### src/pzm_defs.svh
/*
 * Register indices, field positions and reset values of port zero.
 * Assumes a 32-bit bus where the byte address is four times the index.
 */
`ifndef PZM_DEFS_SVH
`define PZM_DEFS_SVH
// Register indices, byte address is index * 4
`define PZM_IDX_DATA      8'hc0
`define PZM_IDX_DIR       8'hc1
`define PZM_IDX_OD        8'hc8
`define PZM_IDX_SER       8'he2
`define PZM_IDX_CONV      8'hef
`define PZM_IDX_ALT_A     8'hf8
`define PZM_IDX_ALT_B     8'hf9
`define PZM_IDX_PU        8'hfc
// Reset values
`define PZM_RST_DATA      8'h00
`define PZM_RST_DIR       8'h00
`define PZM_RST_OTHER     8'h00
// Select register a fields
`define PZM_A_EXT_INTERRUPT_TWO        2
`define PZM_A_EXT_INTERRUPT_THREE        3
`define PZM_A_EC0         4
`define PZM_A_EC1         5
// Select register b fields
`define PZM_B_T0O         0
`define PZM_B_T2O         1
// Converter control fields
`define PZM_CONV_EN       7
`define PZM_CONV_CH_HI    5
`define PZM_CONV_CH_LO    2
// Serial control fields
`define PZM_SER_MODE_HI   5
`define PZM_SER_MODE_LO   4
`define PZM_SER_CLK_HI    3
`define PZM_SER_CLK_LO    2
`endif

### src/pzm_pkg.sv
/*
 * Carrier types of the port zero block.
 * Assumes pzm_defs.svh supplies the numbers.
 */
package pzm_pkg;
  typedef struct packed {
    logic [7:0] o;
    logic [7:0] oe;
    logic [7:0] pu;
    logic [7:0] ana;
  } pzm_pad_t;
  typedef struct packed {
    logic timer_a;
    logic timer_c;
    logic serial_clk;
    logic serial_data;
  } pzm_alt_out_t;
  typedef struct packed {
    logic ext_int_three;
    logic ext_int_two;
    logic event_count_a;
    logic event_count_b;
    logic serial_clk;
    logic serial_data;
  } pzm_alt_in_t;
  typedef struct packed {
    logic pwm_c_output_enable;
    logic pwm_a_output_enable;
    logic crystal_pin_enable;
    logic buzzer_output_enable;
  } pzm_far_en_t;
endpackage : pzm_pkg

### src/pzm_port.sv
/*
 * Port zero: 8-bit general purpose port with pin multiplexing, AHB-Lite slave.
 * Assumes one 50 MHz clock, pad cells that resolve o/oe/pu/ana, and
 * timer and serial units on the same clock.
 */
// Behaviour
// - Direction one drives, zero makes input
// - Reset clears all direction bits
// - Eight pins, data c0, direction c1
// - Pull-up bit applies on input pins that are not analog
// - Open-drain bit: pull low only
// - Select bit overrides direction bit
// - Select registers f8, f9 pick alternates
// - Converter/serial control take over pins
// - Pin0: interrupt three, serial clock
// - Pin1: analog one, serial data in
// - Pin2: serial data out
// - Pin3: analog three, interrupt two
// - Pin4: analog four, event count a
// - Pin5: analog five, timer a output
// - Pin6: analog six, timer c output
// - Pin7: analog seven, event count b
`timescale 1ns/1ps
`include "pzm_defs.svh"
module pzm_port
  import pzm_pkg::*;
(
  input  wire logic         SYS_CLK,
  input  wire logic         RST_B,
  input  wire logic         CE,
  input  wire logic         HSEL,
  input  wire logic [31:0]  HADDR,
  input  wire logic [1:0]   HTRANS,
  input  wire logic         HWRITE,
  input  wire logic [2:0]   HSIZE,
  input  wire logic [31:0]  HWDATA,
  input  wire logic         HREADY,
  output logic      [31:0]  HRDATA,
  output logic              HREADYOUT,
  output logic              HRESP,
  input  wire logic [7:0]   PIN_I,
  output pzm_pad_t          PAD,
  input  wire pzm_alt_out_t ALT_OUT,
  output pzm_alt_in_t       ALT_IN,
  output pzm_far_en_t       FAR_EN,
  output logic      [7:0]   CONV_CTRL,
  output logic      [7:0]   SER_CTRL
);
  // ----------------------------------------------------------------
  // Registers and bus
  // ----------------------------------------------------------------
  logic [7:0] data_q, data_d, dir_q, dir_d, od_q, od_d, pu_q, pu_d;
  logic [7:0] alt_a_q, alt_a_d, alt_b_q, alt_b_d;
  logic [7:0] conv_q, conv_d, ser_q, ser_d;
  logic [7:0] pin_s1_q, pin_s2_q;
  logic       wr_q;
  logic [7:0] wr_idx_q;
  logic       accept, addr_ok;
  logic [7:0] idx;

  // Stalls the bus while frozen, so no phase is lost
  assign HREADYOUT = CE;
  assign HRESP     = 1'b0;

  assign accept  = CE & HREADY & HSEL & HTRANS[1];
  assign addr_ok = (HADDR[31:10] == 22'h0) & (HADDR[1:0] == 2'b00);
  assign idx     = HADDR[9:2];

  always_ff @(posedge SYS_CLK or negedge RST_B) begin
    if (!RST_B) begin
      wr_q     <= 1'b0;
      wr_idx_q <= 8'h00;
    end else if (CE) begin
      wr_q     <= accept & HWRITE & addr_ok;
      wr_idx_q <= idx;
    end
  end

  // Next values; reads see a write still in its data phase
  always_comb begin
    data_d  = data_q;
    dir_d   = dir_q;
    od_d    = od_q;
    pu_d    = pu_q;
    alt_a_d = alt_a_q;
    alt_b_d = alt_b_q;
    conv_d  = conv_q;
    ser_d   = ser_q;
    if (wr_q) begin
      case (wr_idx_q)
        `PZM_IDX_DATA:  data_d  = HWDATA[7:0];
        `PZM_IDX_DIR:   dir_d   = HWDATA[7:0];
        `PZM_IDX_OD:    od_d    = HWDATA[7:0];
        `PZM_IDX_PU:    pu_d    = HWDATA[7:0];
        `PZM_IDX_ALT_A: alt_a_d = HWDATA[7:0];
        `PZM_IDX_ALT_B: alt_b_d = {4'h0, HWDATA[3:0]};
        `PZM_IDX_CONV:  conv_d  = HWDATA[7:0];
        `PZM_IDX_SER:   ser_d   = HWDATA[7:0];
        default: ;
      endcase
    end
  end

  always_ff @(posedge SYS_CLK or negedge RST_B) begin
    if (!RST_B) begin
      dir_q <= `PZM_RST_DIR;
    end else if (CE) begin
      dir_q <= dir_d;
    end
  end

  always_ff @(posedge SYS_CLK or negedge RST_B) begin
    if (!RST_B) begin
      data_q <= `PZM_RST_DATA;
    end else if (CE) begin
      data_q <= data_d;
    end
  end

  always_ff @(posedge SYS_CLK or negedge RST_B) begin
    if (!RST_B) begin
      od_q    <= `PZM_RST_OTHER;
      pu_q    <= `PZM_RST_OTHER;
      alt_a_q <= `PZM_RST_OTHER;
      alt_b_q <= `PZM_RST_OTHER;
      conv_q  <= `PZM_RST_OTHER;
      ser_q   <= `PZM_RST_OTHER;
    end else if (CE) begin
      od_q    <= od_d;
      pu_q    <= pu_d;
      alt_a_q <= alt_a_d;
      alt_b_q <= alt_b_d;
      conv_q  <= conv_d;
      ser_q   <= ser_d;
    end
  end

  // Pins are asynchronous to the system clock
  always_ff @(posedge SYS_CLK or negedge RST_B) begin
    if (!RST_B) begin
      pin_s1_q <= 8'h00;
      pin_s2_q <= 8'h00;
    end else if (CE) begin
      pin_s1_q <= PIN_I;
      pin_s2_q <= pin_s1_q;
    end
  end

  // ----------------------------------------------------------------
  // Pin ownership
  // ----------------------------------------------------------------
  logic       conv_on, ser_on, ser_tx, ser_rx, sclk_ext;
  logic [3:0] conv_ch;
  logic [7:0] analog, alt_in, alt_drv, alt_val, gpio_mask;
  logic [7:0] eff_oe, eff_val;

  assign conv_on  = conv_q[`PZM_CONV_EN];
  assign conv_ch  = conv_q[`PZM_CONV_CH_HI:`PZM_CONV_CH_LO];
  assign ser_tx   = ser_q[`PZM_SER_MODE_LO];
  assign ser_rx   = ser_q[`PZM_SER_MODE_HI];
  assign ser_on   = ser_tx | ser_rx;
  assign sclk_ext = &ser_q[`PZM_SER_CLK_HI:`PZM_SER_CLK_LO];

  always_comb begin
    analog = 8'h00;
    if (conv_on) begin
      case (conv_ch)
        4'h1: analog[1] = 1'b1;
        4'h3: analog[3] = 1'b1;
        4'h4: analog[4] = 1'b1;
        4'h5: analog[5] = 1'b1;
        4'h6: analog[6] = 1'b1;
        4'h7: analog[7] = 1'b1;
        default: ;
      endcase
    end
  end

  always_comb begin
    alt_in  = 8'h00;
    alt_drv = 8'h00;
    alt_val = 8'h00;
    // interrupt three wins over serial clock
    alt_in[0]  = alt_a_q[`PZM_A_EXT_INTERRUPT_THREE] | (ser_on & sclk_ext);
    alt_drv[0] = ~alt_a_q[`PZM_A_EXT_INTERRUPT_THREE] & ser_on & ~sclk_ext;
    alt_val[0] = ALT_OUT.serial_clk;
    alt_in[1]  = ser_rx;
    alt_drv[2] = ser_tx;
    alt_val[2] = ALT_OUT.serial_data;
    alt_in[3]  = alt_a_q[`PZM_A_EXT_INTERRUPT_TWO];
    alt_in[4]  = alt_a_q[`PZM_A_EC0];
    alt_drv[5] = alt_b_q[`PZM_B_T0O];
    alt_val[5] = ALT_OUT.timer_a;
    alt_drv[6] = alt_b_q[`PZM_B_T2O];
    alt_val[6] = ALT_OUT.timer_c;
    alt_in[7]  = alt_a_q[`PZM_A_EC1];
  end

  assign gpio_mask = ~(analog | alt_in | alt_drv);

  assign eff_oe  = ~analog & (alt_drv | (~alt_in & dir_q));
  assign eff_val = (alt_drv & alt_val) | (~alt_drv & data_q);

  // ----------------------------------------------------------------
  // Pad controls
  // ----------------------------------------------------------------
  always_ff @(posedge SYS_CLK or negedge RST_B) begin
    if (!RST_B) begin
      PAD <= '0;
    end else if (CE) begin
      PAD.o   <= eff_val & ~od_q;
      PAD.oe  <= eff_oe & (~od_q | ~eff_val);
      PAD.pu  <= pu_q & ~eff_oe & ~analog;
      PAD.ana <= analog;
    end
  end

  // Inputs read zero when not selected
  always_ff @(posedge SYS_CLK or negedge RST_B) begin
    if (!RST_B) begin
      ALT_IN <= '0;
    end else if (CE) begin
      ALT_IN.ext_int_three <= alt_a_q[`PZM_A_EXT_INTERRUPT_THREE] & pin_s2_q[0];
      ALT_IN.ext_int_two   <= alt_a_q[`PZM_A_EXT_INTERRUPT_TWO] & pin_s2_q[3];
      ALT_IN.event_count_a <= alt_a_q[`PZM_A_EC0] & pin_s2_q[4];
      ALT_IN.event_count_b <= alt_a_q[`PZM_A_EC1] & pin_s2_q[7];
      ALT_IN.serial_clk    <= ser_on & sclk_ext & pin_s2_q[0];
      ALT_IN.serial_data   <= ser_rx & pin_s2_q[1];
    end
  end

  assign FAR_EN.pwm_c_output_enable  = alt_a_q[7];
  assign FAR_EN.pwm_a_output_enable  = alt_a_q[6];
  assign FAR_EN.crystal_pin_enable   = alt_b_q[3];
  assign FAR_EN.buzzer_output_enable = alt_b_q[2];
  assign CONV_CTRL = conv_q;
  assign SER_CTRL  = ser_q;

  // ----------------------------------------------------------------
  // Read data
  // ----------------------------------------------------------------
  logic [7:0] rd_val;

  always_comb begin
    rd_val = 8'h00;
    if (addr_ok) begin
      case (idx)
        `PZM_IDX_DATA:  rd_val = (eff_oe & data_d) | (~eff_oe & pin_s2_q);
        `PZM_IDX_DIR:   rd_val = dir_d;
        `PZM_IDX_OD:    rd_val = od_d;
        `PZM_IDX_PU:    rd_val = pu_d;
        `PZM_IDX_ALT_A: rd_val = alt_a_d;
        `PZM_IDX_ALT_B: rd_val = alt_b_d;
        `PZM_IDX_CONV:  rd_val = conv_d;
        `PZM_IDX_SER:   rd_val = ser_d;
        default:        rd_val = 8'h00;
      endcase
    end
  end

  always_ff @(posedge SYS_CLK or negedge RST_B) begin
    if (!RST_B) begin
      HRDATA <= 32'h0000_0000;
    end else if (accept & ~HWRITE) begin
      HRDATA <= {24'h00_0000, rd_val};
    end
  end
endmodule : pzm_port

### config.mk
export PLATFORM = sky130hd
export DESIGN_NAME = pzm_port
export DESIGN_NICKNAME = d
export VERILOG_FILES = /design/src/pzm_pkg.sv /design/src/pzm_port.sv
export VERILOG_INCLUDE_DIRS = /design/src
export SDC_FILE = /design/constraint.sdc
export NUM_CORES = 1
export LEC_CHECK = 0
export BUFFER_PORTS_ARGS = -buffer_cell sky130_fd_sc_hd__buf_2
export CELL_PAD_IN_SITES_DETAIL_PLACEMENT = 1
export CELL_PAD_IN_SITES_GLOBAL_PLACEMENT = 2
export CORE_MARGIN = 1
export CORE_UTILIZATION = 37
export CTS_CLUSTER_DIAMETER = 150
export DETAILED_ROUTE_END_ITERATION = 10
export PLACE_DENSITY = 0.85
export SLEW_MARGIN = 20
export SYNTH_ARGS = -nofsm -noshare
export SYNTH_HDL_FRONTEND = slang
export SYNTH_SLANG_ARGS = --single-unit
### constraint.sdc
create_clock -name SYS_CLK -period 5.8 [get_ports SYS_CLK]
set_input_delay 0.58 -clock SYS_CLK [delete_from_list [all_inputs] [get_ports SYS_CLK]]
set_output_delay 0.58 -clock SYS_CLK [all_outputs]
set_load 0.1 [all_outputs]
Word-level counts from Yosys, hierarchy flattened
Cells that the tools add are included.
{"block": "word_totals", "ff_bits": 133, "inputBits": 87, "wordCells": 115}
{"block": "classes", "eq_ne": 22, "mux": 26, "bitwise": 41, "reduce_logical": 3}
{"op": "2-to-1 mux 8 bit", "n": 17}
{"op": "== test 8 bit, second input constant", "n": 16}
{"op": "AND 8 bit", "n": 9}
{"op": "case mux 8 bit (8 select lines)", "n": 1}
{"op": "NOT 8 bit", "n": 5}
{"op": "zero test 22 bit", "n": 1}
{"op": "AND 1 bit", "n": 16}
{"op": "== test 4 x 3 -> 1 bit, second input constant", "n": 4}
{"op": "OR 7 x 8 -> 8 bit", "n": 2}
{"op": "OR 8 bit", "n": 2}
{"op": "NOT 7 -> 8 bit", "n": 1}
{"op": "AND 7 bit", "n": 1}
{"op": "2-to-1 mux 1 bit", "n": 7}
{"op": "2-to-1 mux 5 bit", "n": 1}
{"op": "== test 4 x 1 -> 1 bit, second input constant", "n": 1}
{"op": "== test 4 x 2 -> 1 bit, second input constant", "n": 1}
{"op": "NOT 1 bit", "n": 3}
{"op": "zero test 2 bit", "n": 1}
{"op": "OR 1 bit", "n": 2}
{"op": "AND reduction 2 bit", "n": 1}

Depth between registers and ports, before layout
Gate-level depths: netlist of run 1.
{"block": "logic_depth", "ltp_word": 12, "mapped_depth": 8, "mapped_depth_nobuf": 6}

Least setup slack after synthesis of run 1
Ideal clock, no wire load.
{"block": "synth_path", "path_type": "reg-to-reg", "start": "register wr_idx_q[0]", "end": "register HRDATA[4]", "setup_ps": 122, "arrival_time_ps": 2711, "setup_slack_ps": 2967, "stages_incl_launch_ff": 7, "n_path_buf": 0, "path_cell_list": "dfrtp_1 -> or4bb_2 -> nor3_2 -> mux2_2 -> a2111oi_0 -> or4b_1 -> a22o_1"}
{"block": "synth_via", "elab_chain_len": 7}
{"element": "start, declared", "line": "pzm_port.sv:57", "text": "logic [7:0] wr_idx_q;"}
{"element": "start signal, assigned", "line": "pzm_port.sv:75", "text": "wr_idx_q <= idx;"}
{"element": "== test 8 bit", "line": "pzm_port.sv:90", "text": "case (wr_idx_q)"}
{"element": "2-to-1 mux 8 bit", "line": "pzm_port.sv:90"}
{"element": "2-to-1 mux 8 bit", "line": "pzm_port.sv:89", "text": "if (wr_q) begin"}
{"element": "AND 8 bit", "line": "pzm_port.sv:248", "text": "`PZM_IDX_DATA: rd_val = (eff_oe & data_d) | (~eff_oe & pin_s2_q);"}
{"element": "OR 8 bit", "line": "pzm_port.sv:248"}
{"element": "case mux 8 bit (8 select lines) (*)", "line": "pzm_port.sv:247", "text": "case (idx)"}
{"element": "2-to-1 mux 8 bit (*)", "line": "pzm_port.sv:246", "text": "if (addr_ok) begin"}
{"element": "end signal, assigned", "line": "pzm_port.sv:265", "text": "HRDATA <= {24'h00_0000, rd_val};"}
{"element": "end, declared", "line": "pzm_port.sv:38", "text": "output logic [31:0] HRDATA,"}
Every way passes the cells marked *; elsewhere a longest branch is shown, timed or not.
A chain may end at the register's enable or synchronous reset.

Worst setup path after layout of run 1
Same ends and word-level chain as after synthesis.

==> flow_summary.toml, run 1 <==
[status]
status = "complete, no violations"

[sta]
hold_violations = 0
setup-tns-final_ns = 0
period_share = 0.642
slew_violations = 0
tightestPinTransition_ns = 1.03
finalSetupViolations = 0
finClkSkew_ns = 0.00863
maxSlewHeadroom = 0.305
setup_ws_ns = 2.08
fmax_mhz = 269
min_period_ns = 3.72
rsz0062_at_grt = "no"

[route]
drtPass1Iterations = 5
routed_via_density = 5.61
dr_wl_met3_um = 1250
routed.top_layer = "met4"
met2_length_um = 11800
num_vias = 5851
drtIter0Drc = 312
wl_met1_um = 10400
ant_nets = 0
wire_per_inst_um = 23.0
drt-total-wl_um = 24000
route.detailed.drc = 0

[grt]
grt_pass1_vias = 6279
grt_pass1_wl_um = 37600
overflow = 0
grt_max_degree = 93
antenna_found_initial = 0
grt_usage = 0.254

[clock_network]
cts_max_level = 4
clkLatencyLatePin_ns = 0.43
ctsRootBufferMaster = "clkbuf_16"
postCtsSetupBuffers = 0
clockBufferDepth = 2
tritoncts = "done"
ctsResizeCount = 0
numCtsBuffers = 17
clk_pin_slew_ns = 0.06
postCtsHoldBufs = 0
clock_sinks = 133

[placed_design]
dpl_worst_slack_ns = 2.13
dp_hpwl_um = 16700
io_buffers = 123
place_congestion = 0.865
dp_cells = 1011

[yosys]
synth_cell_types = 64
synth_seq_cells = 133
synth_area_sq_um = 7180
synth_area_leader_cell = "dfrtp_1"
synth_top_flop_cell = "dfrtp_1"
netlist_instances = 658
synth_area_leaders = "dfrtp_1 (46%), mux2_2 (14%), mux2i_1 (6.1%)"
synth_common_cells = "dfrtp_1 (133), mux2_2 (92), mux2i_1 (44), buf_4 (33), nand2_1 (33)"
syn_area_per_cell_sq_um = 10.9
seq_area_frac_synth = 0.464
async_flop_share = 1.00
synth_most_common_cell = "dfrtp_1"
synth_edf_count = 0
yosys_warnings = 0
yosys.area.top_type_share = 0.464

[power_and_ir_drop]
power.leakage_uw = 0.00396
p_total_uw = 2400
pwr-share-comb = 0.135
power.net_switching_uw = 704
ir_worst_vdd_uv = 208
clockPowerShare = 0.445
p_int_uw = 1700
netSwitchingFraction = 0.293
p_per_area_nw_per_um2 = 283
p_seq_frac = 0.419

[final_layout]
top_register = "PAD"
diodes = 0
area_delta_synth_final_pct = 18.2
final_nets = 857
multi_input_area_sq_um = 3460
area.sequential_sq_um = 3330
layout-drive-gt1-share = 0.347
fin_cells = 1043
fill_cells = 2092
largest_reg_flops = 30
fin_util = 0.450

[floorplan]
die_h_um = 141
start_util = 0.381
rows = 50
floorplan.die_area_sq_um = 20000
core_area_sq_um = 18800
die_x_um = 141
io_pins = 179

[worst_setup_path]
path_class = "flip-flop to flip-flop"
required_ns = 6.11
end_kind = "flip-flop"
arrival_ns = 4.03
path_max_fanout = 15
rrSetupSlack_ns = 2.08
cp-start-kind = "flip-flop"

[worst_hold_path]
worstHoldPathType = "primary input to async pin"

[run]
drv_cap = 0
[critical path, cell delays in order (launching register included)]
cell and delay, ns:
dfrtp_1 0.67, or4bb_2 0.71, nor3_2 0.67, mux2_2 0.42, a2111oi_0 0.45, or4b_1 0.47
a22o_1 0.20
[layout make-up]
type                       instances  area share
inverter                          24      0.0106
clock inverter                     9      0.0119
clock buffer                      23      0.0563
tap                              260      0.0383
multi-input combinational        461       0.408
timing repair buffer             133      0.0822
sequential                       133       0.392
[cells by family (layout without fill, tap and decap cells)]
family,Yosys count,count (layout),synth area share
AND/OR/NAND/NOR,187,187,0.158
multiplexers,136,136,0.206
flip-flops,133,133,0.464
AO/OA/AOI/OAI,111,111,0.105
buffers and inverters,90,189,0.0676
other,1,27,0.000522
[cell usage in the layout (no fill, tap or decap), drive strengths merged, types with 18 or more instances in the layout]
| master | netlist | final |
|---|---|---|
| conb | 1 | 27 |
| clkbuf | 24 | 23 |
| mux2i | 44 | 44 |
| o21ai | 28 | 28 |
| mux2 | 92 | 92 |
| buf | 42 | 133 |
| nor2 | 24 | 24 |
| dfrtp | 133 | 133 |
| nand2 | 33 | 33 |
| inv | 23 | 23 |
| a21oi | 18 | 18 |
| nand4 | 19 | 19 |
| nand3 | 24 | 24 |
[per-layer routing]
layer	track usage	vias to the layer above
li1	-	2607
met1	0.329	3037
met2	0.425	166
met3	0.0476	41
met4	0.0898	0
met5	0	-
[path summary, 6_finish.rpt]
check                       startpoint          end  cells after the start
min in group SYS_CLK          PIN_I[2]  pin_s1_q[2]                      2
setup / recovery           wr_idx_q[0]    HRDATA[4]                      6
hold / removal                   RST_B      PAD[23]                      1
hold reg to reg                PAD[29]      PAD[29]                      2
setup reg to reg           wr_idx_q[0]    HRDATA[4]                      6
max in group asynchronous        RST_B     dir_q[6]                      2
[power groups by stage]
| stage | Combinational [uW] | Clock (uW) | Sequential (uW) |
|---|---|---|---|
| 2_1_floorplan | 193 | 0 | 1080 |
| 3_3_place_gp | 319 | 0 | 1020 |
| 3_5_place_dp | 326 | 0 | 1020 |
| 4_1_cts | 327 | 1080 | 1010 |
| 5_1_grt | 345 | 1120 | 1010 |
| 6_report | 325 | 1070 | 1010 |
[stage by stage]
stage,hold slack (ns),area [sq um]
3_5_place_dp,0.468,7900
5_1_grt,0.323,8480
6_report,0.245,8480
3_3_place_gp,0.457,7900
4_1_cts,0.291,8480
2_1_floorplan,0.284,7280
Power figures use the tool's default switching activity.
==> inputs of run 2 (changes only) <==
--- a/config.mk
+++ b/config.mk
@@ -10,10 +10,10 @@
 export CELL_PAD_IN_SITES_DETAIL_PLACEMENT = 1
 export CELL_PAD_IN_SITES_GLOBAL_PLACEMENT = 2
 export CORE_MARGIN = 1
-export CORE_UTILIZATION = 37
+export CORE_UTILIZATION = 31
 export CTS_CLUSTER_DIAMETER = 150
 export DETAILED_ROUTE_END_ITERATION = 10
-export PLACE_DENSITY = 0.85
+export PLACE_DENSITY = 0.75
 export SLEW_MARGIN = 20
 export SYNTH_ARGS = -nofsm -noshare
 export SYNTH_HDL_FRONTEND = slang
==> constraint.sdc (replaced) <==
create_clock -name SYS_CLK -period 3.12 [get_ports SYS_CLK]
set_input_delay 0.312 -clock SYS_CLK [delete_from_list [all_inputs] [get_ports SYS_CLK]]
set_output_delay 0.312 -clock SYS_CLK [all_outputs]
set_load 0.1 [all_outputs]
==> run 2 against run 1 <==
Fmax is 26% higher. Sequential share of layout area is 1.3 points lower. Die area is 19% higher. Worst setup slack worse by 1.9 ns. Cell count is 5.4% higher. Global-route usage is 4.4 points lower. Core utilization is 6.4 points lower. Critical path type unchanged. Largest power group unchanged.
==> flow_summary.toml, run 2 (synthesis gave the netlist of run 1 again) <==
[status]
status = "complete, no violations"

[floorplan]
core_area_sq_um = 22700
die_h_um = 154
rows = 55
die_x_um = 154
io_pins = 179
start_util = 0.316
floorplan.die_area_sq_um = 23800

[worst_setup_path]
path_class = "flip-flop to flip-flop"
path_max_fanout = 3
path_cells = "or4bb_2, nor3_2, mux2_2, a2111oi_1, buf_4, or4b_1, a22o_1"
required_ns = 3.43
arrival_ns = 3.27
worst_path_max_delay_cell = "or4bb_2"
end_kind = "flip-flop"
cp-start-kind = "flip-flop"
critPathTopFamily = "simple AND/OR/NAND/NOR gates"
cp.buffers_inverters = 1
slowest_delay_ns = 0.70

[sta]
min_period_ns = 2.95
tightestPinTransition_ns = 0.902
fmax_mhz = 338
period_share = 0.947
slew_violations = 0
setup-tns-final_ns = 0
hold_violations = 0
finClkSkew_ns = 0.00768
rsz0062_at_grt = "no"
finalSetupViolations = 0
maxSlewHeadroom = 0.391

[grt]
antenna_found_initial = 0
grt_pass1_wl_um = 37100
grt_pass1_vias = 6190
grt_max_degree = 60
grt_usage = 0.210
overflow = 0

[placed_design]
io_buffers = 123
dp_hpwl_um = 17100
place_congestion = 0.909

[clock_network]
clock_sinks = 133
clkLatencyLatePin_ns = 0.42
numCtsBuffers = 17
tritoncts = "done"
clockBufferDepth = 2
ctsRootBufferMaster = "clkbuf_16"
postCtsSetupBuffers = 0
cts_max_level = 4
clk_pin_slew_ns = 0.06

[final_layout]
diodes = 0
multi_input_area_sq_um = 3460
final_nets = 888
layout-drive-gt1-share = 0.371
fill_cells = 2588
top_register = "PAD"
area_delta_synth_final_pct = 22.2
largest_reg_flops = 30
final_cell_mix = "dfrtp_1 (133), buf_2 (122), mux2_2 (92), mux2i_1 (44), buf_4 (39)"
final_common_cell = "dfrtp_1"
area.sequential_sq_um = 3330

[power_and_ir_drop]
power.leakage_uw = 0.00411
p_total_uw = 4540
ir_worst_vdd_uv = 368
p_per_area_nw_per_um2 = 517

[worst_hold_path]
worstHoldPathType = "primary input to flip-flop"

[route]
wire_per_inst_um = 21.7
drtIter0Drc = 357
ant_nets = 0
drtPass1Iterations = 4
route.detailed.drc = 0
drt-total-wl_um = 23800
num_vias = 5895
routed_via_density = 5.36

[run]
drv_cap = 0
==> run 2: what timing repair did <==
| item | in CTS | in global routing |
|---|---|---|
| hold buffers | 1 | 0 |
| gates resized for setup | 0 | 1 |
| hold endpoints to repair | 57 | 0 |
| setup endpoints to repair | 0 | 1 |
==> run 2: final timing paths <==
kind | from | end | slack (ns) | cells after the start
setup / recovery | wr_idx_q[3] | HRDATA[4] | 0.17 | 7
hold / removal | PIN_I[7] | pin_s1_q[7] | 0.12 | 2
setup reg to reg | wr_idx_q[3] | HRDATA[4] | 0.17 | 7
hold reg to reg | PAD[29] | PAD[29] | 0.48 | 2
max in group asynchronous | RST_B | alt_b_q[6] | 1.89 | 3
min in group asynchronous | RST_B | PAD[21] | 0.44 | 2
==> run 2: cell type report <==
type	instances	area share
sequential	133	0.379
inverter	24	0.0103
tap	285	0.0406
clock buffer	20	0.0498
multi-input combinational	461	0.395
clock inverter	12	0.0175
timing repair buffer	164	0.108
==> run 2: per-stage QoR <==
step / instance area, sq um / hold WS, ns / utilization / worst slack [ns] / instances
floorplan: 7280 / 0.0164 / - / 0.287 / 684
global placement: 8170 / 0.341 / 0.360 / 0.135 / 1066
detailed placement: 8170 / 0.344 / 0.360 / 0.148 / 1066
CTS: 8770 / 0.108 / 0.386 / 0.127 / 1099
global route: 8770 / 0.109 / 0.386 / 0.0211 / 1099
finish: 8770 / 0.121 / 0.386 / 0.165 / 1099
==> run 2: worst register-to-register path, delay by kind of cell, from the launching register on <==
family / cells / cell delay [ns]
AOI/OAI and AO/OA: 2 / 0.59
buffers and inverters: 1 / 0.18
DFF: 1 / 0.38
muxes: 1 / 0.36
and+or+nand+nor: 3 / 1.34
==> run 2: per-layer routing <==
| layer | vias to the layer above | global-route usage | wire (um) |
|---|---|---|---|
| li1 | 2677 | - | - |
| met5 | - | 0 | 0 |
| met3 | 39 | 0.0434 | 1180 |
| met1 | 3018 | 0.273 | 10700 |
| met2 | 161 | 0.338 | 11200 |
| met4 | 0 | 0.0895 | 706 |
==> run 2: where the power goes <==
group          total (uW)  internal (uW)  leakage [uW]  switching (uW)
combinational         644            141       0.00206             503
clock                2050           1260      0.000280             789
sequential           1850           1790       0.00176            55.6
total                4540           3190       0.00411            1350
==> inputs of run 3 (changes only) <==
==> constraint.sdc (replaced) <==
create_clock -name SYS_CLK -period 3.12 [get_ports SYS_CLK]
set_input_delay 0.156 -clock SYS_CLK [delete_from_list [all_inputs] [get_ports SYS_CLK]]
set_output_delay 0.156 -clock SYS_CLK [all_outputs]
set_load 0.1 [all_outputs]
==> run 3 against run 2 <==
Sequential cell count is the same. Cell count rose by 0.64%. Register-to-register slack worse by 0.05 ns. Sequential share of layout area down 0.38 points. Largest power group unchanged. Worst hold slack lost 0.080 ns. Critical path type unchanged. Highest routed layer unchanged. Clock skew about the same. Non-clock buffer count up 7. Routed wire length rose by 1.6%. Sequential power is essentially flat. Largest cell class unchanged.
==> flow_summary.toml, run 3 (synthesis gave the netlist of run 1 again) <==
[floorplan]
floorplan.die_area_sq_um = 23800
start_util = 0.316
die_x_um = 154
io_pins = 179
die_h_um = 154
rows = 55
core_area_sq_um = 22700

[final_layout]
layout-drive-gt1-share = 0.364
top_register = "PAD"
area_delta_synth_final_pct = 23.5
final_nets = 895
design_area_sq_um = 8860
final_common_cell = "dfrtp_1"
diodes = 0
fill_cells = 2572
largest_reg_flops = 30
final_cell_mix = "dfrtp_1 (133), buf_2 (122), mux2_2 (92), mux2i_1 (44), buf_4 (36)"

[worst_hold_path]
min_path_cells = 2
worstHoldPathType = "primary input to flip-flop"
min-delay-start = "HADDR[2]"
holdPathEnd = "wr_idx_q[0]"

[clock_network]
clockBufferDepth = 2
numCtsBuffers = 17
clk_pin_slew_ns = 0.06
clkLatencyLatePin_ns = 0.43
postCtsSetupBuffers = 0
tritoncts = "done"
cts_max_level = 4
ctsRootBufferMaster = "clkbuf_16"
clock_sinks = 133

[sta]
finClkSkew_ns = 0.00729
min_period_ns = 3.01
finalSetupViolations = 0
hold_slack_ns = 0.0413
fmax_mhz = 333
setup-tns-final_ns = 0
slew_violations = 0
maxSlewHeadroom = 0.391
period_share = 0.963
hold_violations = 0
rsz0062_at_grt = "no"
tightestPinTransition_ns = 0.901

[grt]
grt_max_degree = 86
antenna_found_initial = 0
grt_pass1_vias = 6166
grt_pass1_wl_um = 37500
overflow = 0
grt_usage = 0.211

[worst_setup_path]
end_kind = "flip-flop"
arrival_ns = 3.31
rrSetupSlack_ns = 0.11
path_max_fanout = 3
critPathTopFamily = "simple AND/OR/NAND/NOR gates"
cp.buffers_inverters = 1
worstReg2RegStart = "wr_idx_q[3]"
cp-start-kind = "flip-flop"
rr_worst_depth = 7
path_cells = "or4bb_2, nor3_4, mux2_2, a2111oi_2, buf_4, or4b_1, a22o_1"
slowest_delay_ns = 0.71
worst_path_max_delay_cell = "or4bb_2"
cp.depth = 7
rr_endpoint = "HRDATA[4]"
required_ns = 3.43
path_class = "flip-flop to flip-flop"

[status]
status = "complete, no violations"

[route]
route.detailed.drc = 0
drt-total-wl_um = 24200
wire_per_inst_um = 21.9
drtIter0Drc = 360
drtPass1Iterations = 4
routed_via_density = 5.32
num_vias = 5888
ant_nets = 0

[power_and_ir_drop]
power.leakage_uw = 0.00414
ir_worst_vdd_uv = 340
p_per_area_nw_per_um2 = 517

[placed_design]
io_buffers = 123
placed_cell_area_sq_um = 8130
dp_hpwl_um = 17100
place_congestion = 0.880

[run]
drv_cap = 0
[run 3: area by class of cell]
cell class | count | area [sq um] | area share
Sequential cell | 133 | 3330 | 0.375
Tap cell | 285 | 357 | 0.0402
Timing Repair Buffer | 171 | 1010 | 0.114
Clock inverter | 11 | 150 | 0.0169
Multi-Input combinational cell | 461 | 3480 | 0.392
Inverter | 24 | 90.1 | 0.0102
Clock buffer | 21 | 450 | 0.0508
[run 3: worst max path at each step]
| stage | startpoint | endpoint | slack [ns] |
|---|---|---|---|
| floorplan | wr_idx_q[0] | HRDATA[4] | 0.29 |
| global placement | wr_idx_q[3] | HRDATA[4] | 0.15 |
| detailed placement | wr_idx_q[3] | HRDATA[4] | 0.008 |
| CTS | wr_idx_q[3] | HRDATA[4] | 0.04 |
| global route | wr_idx_q[3] | HRDATA[4] | 0.006 |
| finish | wr_idx_q[3] | HRDATA[4] | 0.11 |
[run 3: worst reg2reg max path, cell delays in order, from the launching register on]
cell	delay, ns
dfrtp_1	0.38
or4bb_2	0.71
nor3_4	0.22
mux2_2	0.37
a2111oi_2	0.39
buf_4	0.17
or4b_1	0.43
a22o_1	0.21
[run 3: power breakdown]
part	total (uW)	internal [uW]	leakage [uW]	switching, uW
Combinational	649	147	0.00210	502
Clock	2080	1280	0.000288	798
Sequential	1850	1790	0.00176	59.9
[run 3: what timing repair did]
item                                    CTS  global route
endpoints found under the setup margin    1             1
hold endpoints to repair                 94             0
resized for setup                         1             2
hold buffers                             12             0
[run 3: metal layers]
layer	vias up	wire length, um	track usage
met3	28	878	0.0339
met1	3035	11300	0.288
met4	0	428	0.0657
met2	147	11600	0.344
met5	-	0	0
li1	2678	-	-
[run 3: stage by stage]
| stage | power [uW] | worst slack [ns] | utilization | instances |
|---|---|---|---|---|
| floorplan | 2360 | 0.287 | - | 684 |
| global placement | 2510 | 0.146 | 0.358 | 1062 |
| detailed placement | 2520 | 0.00843 | 0.358 | 1062 |
| CTS | 4620 | 0.0400 | 0.390 | 1106 |
| global route | 4730 | 0.00616 | 0.390 | 1106 |
| finish | 4580 | 0.115 | 0.390 | 1106 |
